===== config.mk =====
export PLATFORM = sky130hd
export DESIGN_NAME = master_clock_generation
export DESIGN_NICKNAME = d
export VERILOG_FILES = /design/src/rtl/rate_accumulator.v /design/src/rtl/master_clock_generation.v
export VERILOG_INCLUDE_DIRS = /design/src /design/src/rtl
export SDC_FILE = /design/constraint.sdc
export NUM_CORES = 1
export LEC_CHECK = 0
export BUFFER_PORTS_ARGS = -buffer_cell sky130_fd_sc_hd__clkbuf_2
export CORE_MARGIN = 4
export CORE_UTILIZATION = 30
export DETAILED_ROUTE_END_ITERATION = 8
export PLACE_DENSITY = 0.54
export SYNTH_ARGS = -nofsm -noshare
export SYNTH_HDL_FRONTEND = slang
export SYNTH_SLANG_ARGS = --single-unit

===== constraint.sdc =====
create_clock -name sys_clk -period 4.7 [get_ports sys_clk]
set_clock_uncertainty 0.15 [all_clocks]
set_input_delay 0.94 -clock sys_clk [delete_from_list [all_inputs] [get_ports sys_clk]]
set_output_delay 0.94 -clock sys_clk [all_outputs]
set_load 0.02 [all_outputs]

===== src/rtl/clock_gen_consts.vh =====
// Constants shared by the master clock generation block
`ifndef CLOCK_GEN_CONSTS_VH
`define CLOCK_GEN_CONSTS_VH

// ************************************************************
// Register byte offsets
// ************************************************************
`define OFS_CLOCK_GENERATOR_CONTROL 8'h00
`define OFS_SYSTEM_CONFIG_ONE 8'h04
`define OFS_CLOCK_STATUS 8'h08

// ************************************************************
// Control, config and status register field positions
// ************************************************************
`define MODE_LSB 0
`define MODE_MSB 1
`define IDIV_LSB 2
`define IDIV_MSB 3
`define ODIV_LSB 4
`define ODIV_MSB 7
`define MUL_LSB 8
`define MUL_MSB 12
`define HALVE_BIT 0
`define STAT_LOCK_BIT 0
`define STAT_PLL_BIT 1
`define STAT_MUL_LSB 8
`define STAT_MUL_MSB 12

// ************************************************************
// Field values, limits and reset values
// ************************************************************
`define MODE_PLL 2'h3
`define ODIV_MAX 4'he
`define MODE_RESET 2'h0
`define IDIV_RESET 2'h0
`define ODIV_RESET 4'h0
`define MUL_RESET 5'h00
`define HALVE_RESET 1'h0

// ************************************************************
// Timing: lock slew step
// ************************************************************
`define CLK_PERIOD_NS 4
`define SLEW_STEP_NS 1000
`define SLEW_STEP_CYCLES ((`SLEW_STEP_NS + `CLK_PERIOD_NS - 1) / `CLK_PERIOD_NS)

`endif


===== src/rtl/rate_accumulator.v =====
// Fractional rate generator producing one tick per output period
module rate_accumulator #(
    parameter NUM_W = 6,
    parameter DEN_W = 6
) (
    input wire sys_clk,
    input wire rstn,
    input wire [NUM_W-1:0] numerator,
    input wire [DEN_W-1:0] denominator,
    output reg tick
);
    localparam ACC_W = NUM_W + DEN_W + 1;

    reg [ACC_W-1:0] acc;
    reg [NUM_W-1:0] activeNum;
    reg [DEN_W-1:0] activeDen;
    reg [ACC_W-1:0] sum;
    reg [ACC_W-1:0] rem;
    reg next_tick;

    // ************************************************************
    // Accumulate and compare
    // ************************************************************
    always @* begin
        sum = acc + {{(ACC_W-NUM_W){1'b0}}, activeNum};
        next_tick = (sum >= {{(ACC_W-DEN_W){1'b0}}, activeDen});
        rem = next_tick ? (sum - {{(ACC_W-DEN_W){1'b0}}, activeDen}) : sum;
        // Saturate: above one tick per cycle the excess is dropped
        if (rem >= {{(ACC_W-DEN_W){1'b0}}, activeDen}) begin
            rem = {ACC_W{1'b0}};
        end
    end

    // New ratio taken only at a period boundary so no pulse is cut short
    always @(posedge sys_clk or negedge rstn) begin
        if (!rstn) begin
            acc <= {ACC_W{1'b0}};
            activeNum <= {{(NUM_W-1){1'b0}}, 1'b1};
            activeDen <= {{(DEN_W-1){1'b0}}, 1'b1};
            tick <= 1'b0;
        end else begin
            tick <= next_tick;
            if (next_tick) begin
                // Remainder kept for an exact average rate; a new ratio restarts clean
                if (numerator == activeNum && denominator == activeDen) begin
                    acc <= rem;
                end else begin
                    acc <= {ACC_W{1'b0}};
                end
                activeNum <= numerator;
                activeDen <= denominator;
            end else begin
                acc <= rem;
            end
        end
    end
endmodule // rate_accumulator


===== src/rtl/master_clock_generation.v =====
// Master, CPU and system clock generation with APB control registers
//
// How it works
// - A mode field other than 11 selects bypass, where only the two prescalers divide the input.
// - Bypass rate is the input rate over (input divider+1) times (output divider+1).
// - With both dividers zero the master tick is high every input cycle.
// - Input divider goes to 3 and output divider to 14, giving at most a divide by 60.
// - Mode 11 enables the loop path and it then supplies the master clock.
// - Loop rate is input times (multiplier+1) over (input div+1) times (output div+1).
// - The loop moves its multiplier one step at a time so a new multiplier never makes the rate jump; leaving mode 11 drops to bypass at once.
// - The CPU clock is the master clock or half of it, by one halve bit.
// - CPU, bus controller and peripherals share one rate, the CPU clock.
//
// The clocks leave as one-cycle enable ticks on sys_clk; a ratio above one
// tick per input cycle saturates at every cycle.
`include "clock_gen_consts.vh"

module master_clock_generation #(
    parameter ADDR_W = 8,
    parameter MUL_W = 5,
    parameter SLEW_CYCLES = `SLEW_STEP_CYCLES
) (
    input wire sys_clk,
    input wire rstn,
    input wire psel,
    input wire penable,
    input wire pwrite,
    input wire [ADDR_W-1:0] paddr,
    input wire [31:0] pwdata,
    output reg [31:0] prdata,
    output wire pready,
    output wire pslverr,
    output wire masterTick,
    output reg cpuTick,
    output reg sysTick,
    output reg pllLocked
);
    localparam NUM_W = MUL_W + 1;
    localparam DEN_W = 6;
    localparam SLEW_W = 16;

    // Software-visible settings
    reg [1:0] clockModeSelect;
    reg [1:0] inputDivider;
    reg [3:0] outputDivider;
    reg [MUL_W-1:0] multiplier;
    reg cpuClockHalve;

    // Derived clocking state
    reg [MUL_W-1:0] currentMul;
    reg [SLEW_W-1:0] slewCount;
    reg halveActive;
    reg cpuPhase;
    reg [NUM_W-1:0] ratioNum;
    reg [DEN_W-1:0] ratioDen;

    wire pllMode;
    wire setupRead;
    wire accessWrite;
    wire hitCtrl;
    wire hitCfg;
    wire hitStat;

    // ************************************************************
    // Helper functions
    // ************************************************************
    // Output divider writes above the limit are clamped to it
    function [3:0] clampOdiv;
        input [3:0] value;
        begin
            clampOdiv = (value > `ODIV_MAX) ? `ODIV_MAX : value;
        end
    endfunction

    // Product of the two prescaler factors
    function [DEN_W-1:0] prescaleProduct;
        input [1:0] idiv;
        input [3:0] odiv;
        reg [DEN_W-1:0] a;
        reg [DEN_W-1:0] b;
        begin
            a = {{(DEN_W-2){1'b0}}, idiv} + {{(DEN_W-1){1'b0}}, 1'b1};
            b = {{(DEN_W-4){1'b0}}, odiv} + {{(DEN_W-1){1'b0}}, 1'b1};
            prescaleProduct = a * b;
        end
    endfunction

    // ************************************************************
    // APB slave
    // ************************************************************
    assign pllMode = (clockModeSelect == `MODE_PLL);
    assign hitCtrl = (paddr == `OFS_CLOCK_GENERATOR_CONTROL);
    assign hitCfg = (paddr == `OFS_SYSTEM_CONFIG_ONE);
    assign hitStat = (paddr == `OFS_CLOCK_STATUS);
    assign setupRead = psel & ~penable & ~pwrite;
    assign accessWrite = psel & penable & pwrite;
    // Zero wait states; unmapped addresses answer with an error
    assign pready = 1'b1;
    assign pslverr = psel & penable & ~(hitCtrl | hitCfg | hitStat);

    // Register writes, taken in the access phase
    always @(posedge sys_clk or negedge rstn) begin
        if (!rstn) begin
            clockModeSelect <= `MODE_RESET;
            inputDivider <= `IDIV_RESET;
            outputDivider <= `ODIV_RESET;
            multiplier <= `MUL_RESET;
            cpuClockHalve <= `HALVE_RESET;
        end else if (accessWrite) begin
            if (hitCtrl) begin
                clockModeSelect <= pwdata[`MODE_MSB:`MODE_LSB];
                inputDivider <= pwdata[`IDIV_MSB:`IDIV_LSB];
                outputDivider <= clampOdiv(pwdata[`ODIV_MSB:`ODIV_LSB]);
                multiplier <= pwdata[`MUL_MSB:`MUL_LSB];
            end else if (hitCfg) begin
                cpuClockHalve <= pwdata[`HALVE_BIT];
            end
        end
    end

    // Read data captured in the setup phase, held through the access
    always @(posedge sys_clk or negedge rstn) begin
        if (!rstn) begin
            prdata <= 32'h00000000;
        end else if (setupRead) begin
            prdata <= 32'h00000000;
            if (hitCtrl) begin
                prdata[`MODE_MSB:`MODE_LSB] <= clockModeSelect;
                prdata[`IDIV_MSB:`IDIV_LSB] <= inputDivider;
                prdata[`ODIV_MSB:`ODIV_LSB] <= outputDivider;
                prdata[`MUL_MSB:`MUL_LSB] <= multiplier;
            end else if (hitCfg) begin
                prdata[`HALVE_BIT] <= cpuClockHalve;
            end else if (hitStat) begin
                prdata[`STAT_LOCK_BIT] <= pllLocked;
                prdata[`STAT_PLL_BIT] <= pllMode;
                prdata[`STAT_MUL_MSB:`STAT_MUL_LSB] <= currentMul;
            end
        end
    end

    // ************************************************************
    // Loop multiplier slew
    // ************************************************************
    // One step per slew interval avoids an abrupt rate change; bypass
    // parks at zero so entering the loop starts at the bypass rate
    always @(posedge sys_clk or negedge rstn) begin
        if (!rstn) begin
            currentMul <= {MUL_W{1'b0}};
            slewCount <= {SLEW_W{1'b0}};
            pllLocked <= 1'b0;
        end else begin
            pllLocked <= pllMode && (currentMul == multiplier);
            if (!pllMode) begin
                currentMul <= {MUL_W{1'b0}};
                slewCount <= {SLEW_W{1'b0}};
            end else if (currentMul == multiplier) begin
                slewCount <= {SLEW_W{1'b0}};
            end else if (slewCount >= SLEW_CYCLES[SLEW_W-1:0] - 1'b1) begin
                slewCount <= {SLEW_W{1'b0}};
                if (currentMul < multiplier) begin
                    currentMul <= currentMul + 1'b1;
                end else begin
                    currentMul <= currentMul - 1'b1;
                end
            end else begin
                slewCount <= slewCount + 1'b1;
            end
        end
    end

    // ************************************************************
    // Master clock ratio and generator
    // ************************************************************
    // Bypass uses a numerator of one; the loop uses the slewed multiplier
    always @* begin
        ratioDen = prescaleProduct(inputDivider, outputDivider);
        if (pllMode) begin
            ratioNum = {1'b0, currentMul} + {{(NUM_W-1){1'b0}}, 1'b1};
        end else begin
            ratioNum = {{(NUM_W-1){1'b0}}, 1'b1};
        end
    end

    // Ratio is latched inside only at the end of a master period
    rate_accumulator #(
        .NUM_W(NUM_W),
        .DEN_W(DEN_W)
    ) u_master_rate (
        .sys_clk(sys_clk),
        .rstn(rstn),
        .numerator(ratioNum),
        .denominator(ratioDen),
        .tick(masterTick)
    );

    // ************************************************************
    // CPU and system clock ticks
    // ************************************************************
    // Halve setting switches only at a CPU period start, never mid-period
    always @(posedge sys_clk or negedge rstn) begin
        if (!rstn) begin
            halveActive <= `HALVE_RESET;
            cpuPhase <= 1'b0;
            cpuTick <= 1'b0;
            sysTick <= 1'b0;
        end else begin
            cpuTick <= masterTick & (~halveActive | cpuPhase);
            sysTick <= masterTick & (~halveActive | cpuPhase);
            if (masterTick) begin
                if (halveActive & ~cpuPhase) begin
                    cpuPhase <= 1'b1;
                end else begin
                    cpuPhase <= 1'b0;
                    halveActive <= cpuClockHalve;
                end
            end
        end
    end
endmodule // master_clock_generation


==> metrics, run 1 <==
run status finished, final reports clean; first drt pass iteration count 4; biggest area contributors in the synthesized netlist sky130_fd_sc_hd__dfrtp_1 (38%), sky130_fd_sc_hd__ha_1 (8.9%), sky130_fd_sc_hd__xor2_1 (4.0%); number of nets with antenna violations after detailed routing 0; worst-case clock buffer depth 2; sort of element at the end of the critical path register; sum of net half-perimeters after detailed placement ~8600 um; startpoint kind of the worst setup timing path register; I/O pin count 83; mean area per synthesized cell 9.76 um2; wire length of the first global-routing pass 19100 um; setup slack on the worst flop-to-flop path roughly 0.018 ns; number of flops mapped to enable cells by yosys 0; DRC violation total after the first TritonRoute iteration 136; area share of the leading cell type in the synthesized netlist 0.377; share of layout cells above drive strength 1 0.270; most instantiated library cell after synthesis sky130_fd_sc_hd__dfrtp_1; core region area around 17000 um2; nets@finish just over 700; Max Cap Violations 0; power density relative to cell area ~260 nW/um2; CTS Root Cell sky130_fd_sc_hd__clkbuf_16; area growth from synthesis to layout 26.1%; Congestion Overflow GR 0; Most used DFF post-synth sky130_fd_sc_hd__dfrtp_1; post-synthesis instance total 516; number of antenna violations at the first check in global routing 0; class of the tightest hold or removal check reg -> reg; die outline height between 100 and 150 um; number of diodes added for antenna fixing 0; Max rail drop VDD roughly 0.25 mV; final standard cell area without fillers approximately 6400 um2; number of warnings reported in the yosys synthesis log 0; clk slew on worst S/H paths 0.06 ns; timing-limited maximum frequency ~0.21 GHz; Worst EP arrival ~4.8 ns; top cell types by occurrence after synthesis sky130_fd_sc_hd__dfrtp_1 (76), sky130_fd_sc_hd__nor2_1 (46), sky130_fd_sc_hd__nand2_1 (43); Routed WL per cell 13.3 um; minimum clock period about 4.7 ns; final hold vios 0; count of port buffers added during placement 43; remaining max-slew budget at the tightest pin 0.334; category of the most critical setup path reg -> reg; number of buffers added by the clock tree synthesis step 9; area of the die 18900 um2; leakage power summed over all cells between 3 and 4 nW; unrepaired setup endpoints after global routing yes; GRT Overall Usage 0.126; CTS tree done; post-synth design cell area 5040 um2; share of synthesized area occupied by flip-flops and latches 0.388; DIE WIDTH between 100 and 150 um; effective utilization at floorplan 0.305; sinks on the clock net between 70 and 80; via total after detailed routing between 3000 and 4000; # fillers ~1700; Async S/R FF share, synth 1.00; final worst-path cycle share 0.996; Setup-failing EPs final 0; CP max FO 6; total length of routed wires roughly 11000 um; post-detailed-route DRC marker count 0; clock network latency to the later pin of the worst-skew pair 0.33 ns; maximum number of pins on one net before global-route repair 79; mean number of vias per cell roughly 4.6; Row Count 47; pin slew with the least headroom to its limit about 1.0 ns; top cell type by total area after synthesis sky130_fd_sc_hd__dfrtp_1; share of the core filled with cells 0.385; final max-slew violation count 0; routability-driven placement congestion ratio between 0.8 and 0.9; placed standard-cell area between 5000 and 6000 um2; worst path required time 4.79 ns; post-synthesis register bit count around 80; count of H-tree levels built during CTS 3; number of global-route vias before repair around 4000; number of library cell types mapped by synthesis 62
-- metal layers --
metal  vias to the layer above  routed length [um]  track usage  share of wire
met3                        18                 260       0.0215          0.023
li1                       1947                   -            -              -
met2                        63                5730        0.219           0.51
met1                      1887                5100        0.158           0.45
met4                         0                 215       0.0405          0.019
met5                         -                   0            0              0
-- report_power, final --
| group | total [mW] | leakage (nW) | internal [mW] | switching, mW |
|---|---|---|---|---|
| clock network | 0.813 | 0.170 | 0.535 | 0.278 |
| logic | 0.160 | 1.89 | 0.0613 | 0.0991 |
| registers | 0.702 | 0.997 | 0.689 | 0.0131 |
-- worst max-delay path: stages, from the launching register on --
cell and delay [ns]:
sky130_fd_sc_hd__dfstp_2 0.55, sky130_fd_sc_hd__ha_4 0.14, sky130_fd_sc_hd__inv_2 0.03, sky130_fd_sc_hd__fa_2 0.36, sky130_fd_sc_hd__xnor2_2 0.25, sky130_fd_sc_hd__ha_1 0.29
sky130_fd_sc_hd__buf_4 0.16, sky130_fd_sc_hd__nand4_1 0.14, sky130_fd_sc_hd__nor2_4 0.07, sky130_fd_sc_hd__nor3_4 0.21, sky130_fd_sc_hd__nand3_4 0.13, sky130_fd_sc_hd__nor2_8 0.13
sky130_fd_sc_hd__mux2_4 0.33, sky130_fd_sc_hd__ha_4 0.22, sky130_fd_sc_hd__nand2b_4 0.13, sky130_fd_sc_hd__a21o_1 0.16, sky130_fd_sc_hd__a21oi_2 0.12, sky130_fd_sc_hd__nor2b_1 0.05
sky130_fd_sc_hd__o211ai_1 0.16, sky130_fd_sc_hd__nand3_1 0.10, sky130_fd_sc_hd__nor4b_2 0.25, sky130_fd_sc_hd__nand4_2 0.13, sky130_fd_sc_hd__buf_6 0.17, sky130_fd_sc_hd__nor3b_2 0.18
-- cell type report --
| cell class | instances | area [um2] | share of cell area |
|---|---|---|---|
| Sequential cell | 78 | 1950 | 0.308 |
| Clock inverter | 5 | 104 | 0.0163 |
| Clock buffer | 11 | 243 | 0.0382 |
| Tap cell | 220 | 275 | 0.0433 |
| Inverter | 26 | 97.6 | 0.0154 |
| Timing Repair Buffer | 93 | 597 | 0.0939 |
| Multi-Input combinational cell | 414 | 3080 | 0.485 |
-- cell usage in the layout, fill, tap and decap left out, types with 8 or more instances in the layout --
cell type,Yosys,layout
sky130_fd_sc_hd__a21oi_1,14,11
sky130_fd_sc_hd__inv_1,25,24
sky130_fd_sc_hd__clkbuf_16,0,9
sky130_fd_sc_hd__xnor2_1,18,16
sky130_fd_sc_hd__nor2_1,46,45
sky130_fd_sc_hd__conb_1,2,35
sky130_fd_sc_hd__and2_1,8,8
sky130_fd_sc_hd__buf_4,22,50
sky130_fd_sc_hd__nor2b_1,10,10
sky130_fd_sc_hd__nand2_1,43,41
sky130_fd_sc_hd__ha_1,36,32
sky130_fd_sc_hd__mux2_2,14,13
sky130_fd_sc_hd__dfrtp_1,76,76
sky130_fd_sc_hd__clkbuf_2,0,42
sky130_fd_sc_hd__xor2_1,23,23
sky130_fd_sc_hd__o21ai_0,25,23
sky130_fd_sc_hd__nand3_1,23,23
-- state kept, by name, indices dropped and copies added, names as in the netlist --
register                 count
u_master_rate.activeNum      6
multiplier                   5
cpuClockHalve                1
slewCount                   16
u_master_rate.tick           1
halveActive                  1
prdata                      13
clockModeSelect              2
u_master_rate.acc           13
inputDivider                 2
currentMul                   5
pllLocked                    1
sysTick                      1
cpuPhase                     1
u_master_rate.activeDen      6
outputDivider                4
-- worst paths after layout --
path,from,end,cells after the start
worst max-delay path,u_master_rate.activeNum[0],u_master_rate.acc[4],23
worst min-delay path,prdata[6],prdata[6],2
worst max register to register,u_master_rate.activeNum[0],u_master_rate.acc[4],23
worst min register to register,prdata[6],prdata[6],2
max in group asynchronous,rstn,u_master_rate.acc[10],1
min in group asynchronous,rstn,multiplier[4],1
-- stage by stage --
stage                     hold WS (ns)  TNS, ns  worst slack (ns)  power [mW]  cells
after global routing             0.341    -1.00            -0.192        1.75    847
after global placement           0.303    -1.62            -0.309       0.868    822
final                            0.315        0            0.0182        1.68    847
after CTS                        0.320  -0.0865           -0.0452        1.70    841
after floorplan                  0.324        0           0.00230       0.820    549
after detailed placement         0.306    -1.55            -0.282       0.870    822
-- cell families after synthesis --
kind of cell,synth area share
compound gates,0.115
xor+xnor,0.0777
fa+ha+maj,0.117
buf+inv,0.0606
flops,0.388
mux,0.0526
other cells,0.00149
simple gates,0.188
-- what timing repair did --
| action | in CTS | in global routing |
|---|---|---|
| gates resized for setup | 13 | 7 |
| setup endpoints to repair | 6 | 6 |
| hold buffers | 0 | 0 |
| cloned | 0 | 0 |
| buffers inserted | 3 | 6 |
| pin swaps | 16 | 5 |
(Power assumes the default switching activity.)
==> inputs of run 2 (changes only) <==
--- a/config.mk
+++ b/config.mk
@@ -6,11 +6,12 @@
 export SDC_FILE = /design/constraint.sdc
 export NUM_CORES = 1
 export LEC_CHECK = 0
+export ABC_AREA = 1
 export BUFFER_PORTS_ARGS = -buffer_cell sky130_fd_sc_hd__clkbuf_2
 export CORE_MARGIN = 4
 export CORE_UTILIZATION = 30
 export DETAILED_ROUTE_END_ITERATION = 8
-export PLACE_DENSITY = 0.54
+export PLACE_DENSITY = 0.53
 export SYNTH_ARGS = -nofsm -noshare
 export SYNTH_HDL_FRONTEND = slang
 export SYNTH_SLANG_ARGS = --single-unit
==> metrics, run 2 <==
sort of element at the end of the critical path register; flip-flop count of the largest register after layout 16 (unchanged); most frequent standard cell in the layout excluding fill and tap cells sky130_fd_sc_hd__nand2_1; buffers plus inverters on the worst setup path 2 (-1); power density relative to cell area 263 nW/um2 (-0.27%); sinks on the clock net 78 (unchanged); minimum hold slack 0.339 ns (+0.0242 ns); I/O pin count 83 (unchanged); leakage power summed over all cells 3.25 nW (+6.4%); area growth from synthesis to layout 21.2%; number of global-route vias before repair 4161 (+3.8%); Compound-Gate Fraction of Synth Area 0.102 (-0.0129); top flop regs slewCount x16, prdata x13, u_master_rate.acc x13; final max-slew violation count 0 (unchanged); register with the highest flop count slewCount; die outline height 140 um (+2.1%); number of nets with antenna violations after detailed routing 0 (unchanged); run status finished, final reports clean; Design Power 1.68 mW (+0.10%); number of buffers added by the clock tree synthesis step 9 (unchanged); number of antenna violations at the first check in global routing 0 (unchanged); routability-driven placement congestion ratio 0.790 (-3.4%); unrepaired setup endpoints after global routing yes; register cell area after layout 1950 um2 (unchanged); CTS Root Cell sky130_fd_sc_hd__clkbuf_16; post-synth design cell area 5260 um2 (+4.4%); adder and majority gate portion of the synthesized area 0.112 (-0.00496); number of diodes added for antenna fixing 0 (unchanged); area of the die 19700 um2 (+4.2%); # fillers 1780 (+7.2%); CTS tree done; count of H-tree levels built during CTS 3 (unchanged); combinational family with the most area after synthesis simple AND/OR/NAND/NOR gates; area share of the leading cell type in the synthesized netlist 0.361 (-0.0160); DP Worst Slack -0.116 ns (+0.165 ns); area share of and/or/nand/nor cells after synthesis 0.249 (+0.0610); count of placed standard cells in the final layout, fillers left out 984 (+16%); sum of net half-perimeters after detailed placement 8880 um (+3.4%); class of the tightest hold or removal check reg -> reg; DRC violation total after the first TritonRoute iteration 203 (+49%); startpoint kind of the worst setup timing path register; mean number of vias per cell 4.37 (-5.5%); worst-case clock buffer depth 2 (unchanged); Most used DFF post-synth sky130_fd_sc_hd__dfrtp_1; number of library cell types mapped by synthesis 44 (-29%); minimum clock period 4.60 ns (-0.0852 ns); count of port buffers added during placement 43 (unchanged); placed standard-cell area 5830 um2 (about the same); core region area 17200 um2 (+4.3%); Max Cap Violations 0 (unchanged); most instantiated library cell after synthesis sky130_fd_sc_hd__nand2_1; GRT Overall Usage 0.120 (-0.00540); commonest cells after routing, fill and taps aside sky130_fd_sc_hd__nand2_1 (143), sky130_fd_sc_hd__inv_1 (90), sky130_fd_sc_hd__dfrtp_1 (76); number of warnings reported in the yosys synthesis log 0 (unchanged); Congestion Overflow GR 0 (unchanged); post-synthesis instance total 670 (+30%); post-detailed-route DRC marker count 0 (unchanged); area share of xor/xnor cells in the synthesized design 0.0516 (-0.0261); clock network latency to the later pin of the worst-skew pair 0.35 ns (+0.02 ns); pin slew with the least headroom to its limit 0.672 ns (-0.328 ns); least setup slack across all paths after layout 0.103 ns (+0.0852 ns); fraction of synthesized area in multiplexers 0.00214 (-0.0505); CP max FO 6 (unchanged); share of synthesized area occupied by flip-flops and latches 0.371 (-0.0164); DIE WIDTH 140 um (+2.1%); CP peak stage delay 0.56 ns (about the same); via total after detailed routing 4300 (+9.8%); final sum of negative setup slack 0 ns (unchanged); share of layout cells above drive strength 1 0.190 (-0.0798); final standard cell area without fillers 6380 um2 (+0.37%); post-synthesis register bit count 78 (unchanged); nets@finish 842 (+19%); biggest area contributors in the synthesized netlist sky130_fd_sc_hd__dfrtp_1 (36%), sky130_fd_sc_hd__nand2_1 (10%), sky130_fd_sc_hd__ha_1 (8.6%); slowest stage cell on the critical path sky130_fd_sc_hd__dfstp_2; cell type group with the largest total delay on the critical path simple AND/OR/NAND/NOR gates; worst path required time 4.82 ns (+0.03 ns); remaining max-slew budget at the tightest pin 0.552 (+0.218); Routed WL per cell 11.8 um (-12%); category of the most critical setup path reg -> reg; clk slew on worst S/H paths 0.07 ns (about the same); area of the multi-input gates 3060 um2 (-0.85%); final hold vios 0 (unchanged); top cell types by occurrence after synthesis sky130_fd_sc_hd__nand2_1 (147), sky130_fd_sc_hd__inv_1 (93), sky130_fd_sc_hd__dfrtp_1 (76); mean area per synthesized cell 7.85 um2 (-20%); wire length of the first global-routing pass 19300 um (+1.4%); Worst EP arrival 4.72 ns (-0.05 ns); first drt pass iteration count 5 (+1); effective utilization at floorplan 0.305 (+0.000327); number of instances in the placed design 963 (+17%); number of flops mapped to enable cells by yosys 0 (unchanged); Row Count 48 (+2.1%); total length of routed wires 11600 um (+2.3%); Async S/R FF share, synth 1.00 (unchanged); top cell type by total area after synthesis sky130_fd_sc_hd__dfrtp_1; Setup-failing EPs final 0 (unchanged); Max rail drop VDD 0.231 mV (-9.0%); share of the core filled with cells 0.370 (-0.0145); maximum number of pins on one net before global-route repair 51 (-35%); timing-limited maximum frequency 0.218 GHz (+1.9%); final worst-path cycle share 0.978 (-0.0181)
==> run 2: cell families after synthesis <==
group                      Yosys count
other                                2
buffers and inverters              126
adders and majority gates           43
DFF                                 78
and+or+nand+nor                    299
muxes                                1
AOI/OAI and AO/OA                   90
xor gates and xnor gates            31
==> run 2: worst paths after layout <==
path                       slack, ns  depth (start not counted)                    endpoint                       start
max                             0.10                         29        u_master_rate.acc[3]  u_master_rate.activeNum[0]
min                             0.34                          1                   prdata[1]                   prdata[1]
max reg2reg                     0.10                         29        u_master_rate.acc[3]  u_master_rate.activeNum[0]
min reg2reg                     0.34                          1                   prdata[1]                   prdata[1]
max in group asynchronous       3.04                          2  u_master_rate.activeNum[0]                        rstn
min in group asynchronous       0.48                          1       u_master_rate.acc[12]                        rstn
==> run 2: worst register-to-register path: cells and delay by family, from the launching register on <==
| kind | cells | cell delay (ns) |
|---|---|---|
| xor gates and xnor gates | 1 | 0.21 |
| AOI/OAI and AO/OA | 5 | 0.60 |
| adders and majority gates | 4 | 1.05 |
| buffers and inverters | 2 | 0.20 |
| and+or+nand+nor | 17 | 1.78 |
| DFF | 1 | 0.56 |
==> run 2: routing by layer <==
metal | GRT usage | wire length, um
met2 | 0.200 | 5580
met3 | 0.0287 | 386
met1 | 0.155 | 5440
met5 | 0 | 0
met4 | 0.0382 | 153
==> run 2: final cells by class <==
class                      instances  area share
clock buffer                       9      0.0353
clock inverter                     7      0.0100
inverter                          95      0.0559
multi-input combinational        499       0.479
sequential                        78       0.306
tap                              225      0.0441
timing repair buffer              71      0.0689
==> run 2: report_power, final <==
| part | internal, mW | switching, mW | leakage, nW | total, mW |
|---|---|---|---|---|
| Clock | 0.371 | 0.310 | 0.137 | 0.681 |
| Combinational | 0.111 | 0.174 | 2.15 | 0.286 |
| Sequential | 0.695 | 0.0153 | 0.960 | 0.711 |
==> run 2: timing repair <==
item	in CTS	in global routing
buffers inserted	0	5
hold buffers	0	0
pin swaps	1	25
endpoints found under the setup margin	6	6
gates resized for setup	6	40
==> inputs of run 3 (changes only) <==
--- a/config.mk
+++ b/config.mk
@@ -8,6 +8,7 @@
 export LEC_CHECK = 0
 export ABC_AREA = 1
 export BUFFER_PORTS_ARGS = -buffer_cell sky130_fd_sc_hd__clkbuf_2
+export CORE_ASPECT_RATIO = 0.5
 export CORE_MARGIN = 4
 export CORE_UTILIZATION = 30
 export DETAILED_ROUTE_END_ITERATION = 8
==> metrics, run 3 (synthesis gave the netlist of run 2 again) <==
worst path required time 4.82 ns (about the same); remaining max-slew budget at the tightest pin 0.342 (-0.210); Crit Reg-Reg Startpoint u_master_rate.activeNum[0]; CTS tree done; I/O pin count 83 (unchanged); commonest cells after routing, fill and taps aside sky130_fd_sc_hd__nand2_1 (142), sky130_fd_sc_hd__inv_1 (90), sky130_fd_sc_hd__dfrtp_1 (76); unrepaired setup endpoints after global routing yes; register cell area after layout 1950 um2 (unchanged); Worst EP arrival 4.79 ns (+0.07 ns); timing-limited maximum frequency 0.214 GHz (-1.5%); area growth from synthesis to layout 23.1%; via total after detailed routing 4450 (+3.5%); first drt pass iteration count 4 (-1); Max Cap Violations 0 (unchanged); endpoint of the lowest-slack register-to-register path u_master_rate.acc[4]; most frequent standard cell in the layout excluding fill and tap cells sky130_fd_sc_hd__nand2_1; final max-slew violation count 0 (unchanged); routability-driven placement congestion ratio 0.794 (+0.48%); flip-flop count of the largest register after layout 16 (unchanged); count of hold buffers inserted by post-cts repair 0 (unchanged); number of instances in the placed design 965 (+0.21%); final worst-path cycle share 0.993 (+0.0153); area of the multi-input gates 3060 um2 (about the same); mean number of vias per cell 4.47 (+2.2%); area of the die 19800 um2 (+0.65%); minimum clock period 4.67 ns (+0.0718 ns); maximum number of pins on one net before global-route repair 79 (+55%); core region area 16800 um2 (-2.7%); run status finished, final reports clean; Max rail drop VDD 0.253 mV (+9.4%); clk slew on worst S/H paths 0.06 ns (about the same); pin slew with the least headroom to its limit 0.986 ns (+0.315 ns); Setup-failing EPs final 0 (unchanged); register with the highest flop count slewCount; CTS Root Cell sky130_fd_sc_hd__clkbuf_16; post-detailed-route DRC marker count 0 (unchanged); die outline height 102 um (-28%); share of the core filled with cells 0.386 (+0.0164); # fillers 1714 (-3.7%); number of buffers added by the clock tree synthesis step 9 (unchanged); worst reg-to-reg path cell count 29 (unchanged); total length of routed wires 11900 um (+3.2%); top flop regs slewCount x16, prdata x13, u_master_rate.acc x13; nets@finish 852 (+1.2%); sort of element at the end of the critical path register; power density relative to cell area 257 nW/um2 (-2.4%); sinks on the clock net 78 (unchanged); GRT Overall Usage 0.124 (+0.00353); setup slack on the worst flop-to-flop path 0.03 ns (-0.07 ns); effective utilization at floorplan 0.314 (+0.00861); Routed WL per cell 12.0 um (+1.9%); number of instances on the worst hold path 2 (+1); library cell appearing most often on the critical path sky130_fd_sc_hd__nand2_2; final hold vios 0 (unchanged); worst-case clock buffer depth 2 (unchanged); wire length of the first global-routing pass 20400 um (+5.7%); number of global-route vias before repair 4311 (+3.6%); number of antenna violations at the first check in global routing 0 (unchanged); clock network latency to the later pin of the worst-skew pair 0.34 ns (about the same); class of the tightest hold or removal check reg -> reg; cell type group with the largest total delay on the critical path simple AND/OR/NAND/NOR gates; Row Count 33 (-31%); leakage power summed over all cells 3.31 nW (+1.8%); count of placed standard cells in the final layout, fillers left out 996 (+1.2%); Hold Crit Endpoint prdata[6]; CP max FO 8 (+2); CP peak stage delay 0.57 ns (about the same); sum of net half-perimeters after detailed placement 8930 um (+0.52%); Congestion Overflow GR 0 (unchanged); number of nets with antenna violations after detailed routing 0 (unchanged); DIE WIDTH 195 um (+39%); number of diodes added for antenna fixing 0 (unchanged); buffers plus inverters on the worst setup path 4 (+2); count of H-tree levels built during CTS 3 (unchanged); startpoint kind of the worst setup timing path register; category of the most critical setup path reg -> reg; min-delay src prdata[6]; share of layout cells above drive strength 1 0.202 (+0.0118); slowest stage cell on the critical path sky130_fd_sc_hd__dfstp_2; DRC violation total after the first TritonRoute iteration 178 (-12%); count of port buffers added during placement 43 (unchanged)
run 3: what timing repair did:
| item | 4_1_cts | 5_1_grt |
|---|---|---|
| setup buffers | 7 | 7 |
| gates cloned | 0 | 1 |
| gates resized for setup | 18 | 31 |
| pin swaps | 10 | 25 |
| endpoints found under the setup margin | 6 | 6 |
run 3: worst max-delay path by stage:
stage,start,to,slack (ns),cells after the start
2_1_floorplan,u_master_rate.activeNum[0],u_master_rate.acc[0],0.22,30
3_3_place_gp,u_master_rate.activeNum[0],u_master_rate.acc[5],-0.21,30
3_5_place_dp,u_master_rate.activeNum[0],u_master_rate.acc[3],-0.24,30
4_1_cts,u_master_rate.activeNum[0],u_master_rate.acc[3],0.02,31
5_1_grt,u_master_rate.activeNum[0],u_master_rate.acc[4],-0.25,29
6_report,u_master_rate.activeNum[0],u_master_rate.acc[4],0.03,29
run 3: layout make-up:
| class | count | area share |
|---|---|---|
| Multi-Input combinational cell | 499 | 0.472 |
| Tap cell | 227 | 0.0438 |
| Timing Repair Buffer | 81 | 0.0840 |
| Clock buffer | 10 | 0.0369 |
| Inverter | 95 | 0.0550 |
| Sequential cell | 78 | 0.302 |
| Clock inverter | 6 | 0.00695 |
run 3: tightest hold or removal path, cell delays in order (launching register included):
cell and delay (ns):
sky130_fd_sc_hd__dfrtp_1 0.34, sky130_fd_sc_hd__nand2_1 0.05, sky130_fd_sc_hd__o31ai_1 0.05
run 3: per-layer routing:
layer,wire length (um),vias to the layer above,global-route usage
li1,-,2287,-
met1,6170,2082,0.173
met2,5290,72,0.201
met3,376,9,0.0253
met4,91,0,0.0290
met5,0,-,0
run 3: power breakdown:
group | internal, mW | leakage [nW] | switching, mW
clock | 0.374 | 0.131 | 0.284
combinational | 0.116 | 2.21 | 0.178
sequential | 0.696 | 0.960 | 0.0163
total | 1.19 | 3.31 | 0.478
run 3: stage by stage:
stage	total power [mW]	setup TNS, ns	hold WS, ns	setup WS [ns]	cell area, um2
finish	1.66	0	0.336	0.0315	6480
global placement	0.984	-1.04	0.320	-0.207	5830
floorplan	0.908	0	0.303	0.221	5390
CTS	1.67	0	0.338	0.0225	6270
global route	1.76	-1.43	0.366	-0.248	6480
detailed placement	0.985	-1.29	0.324	-0.244	5830
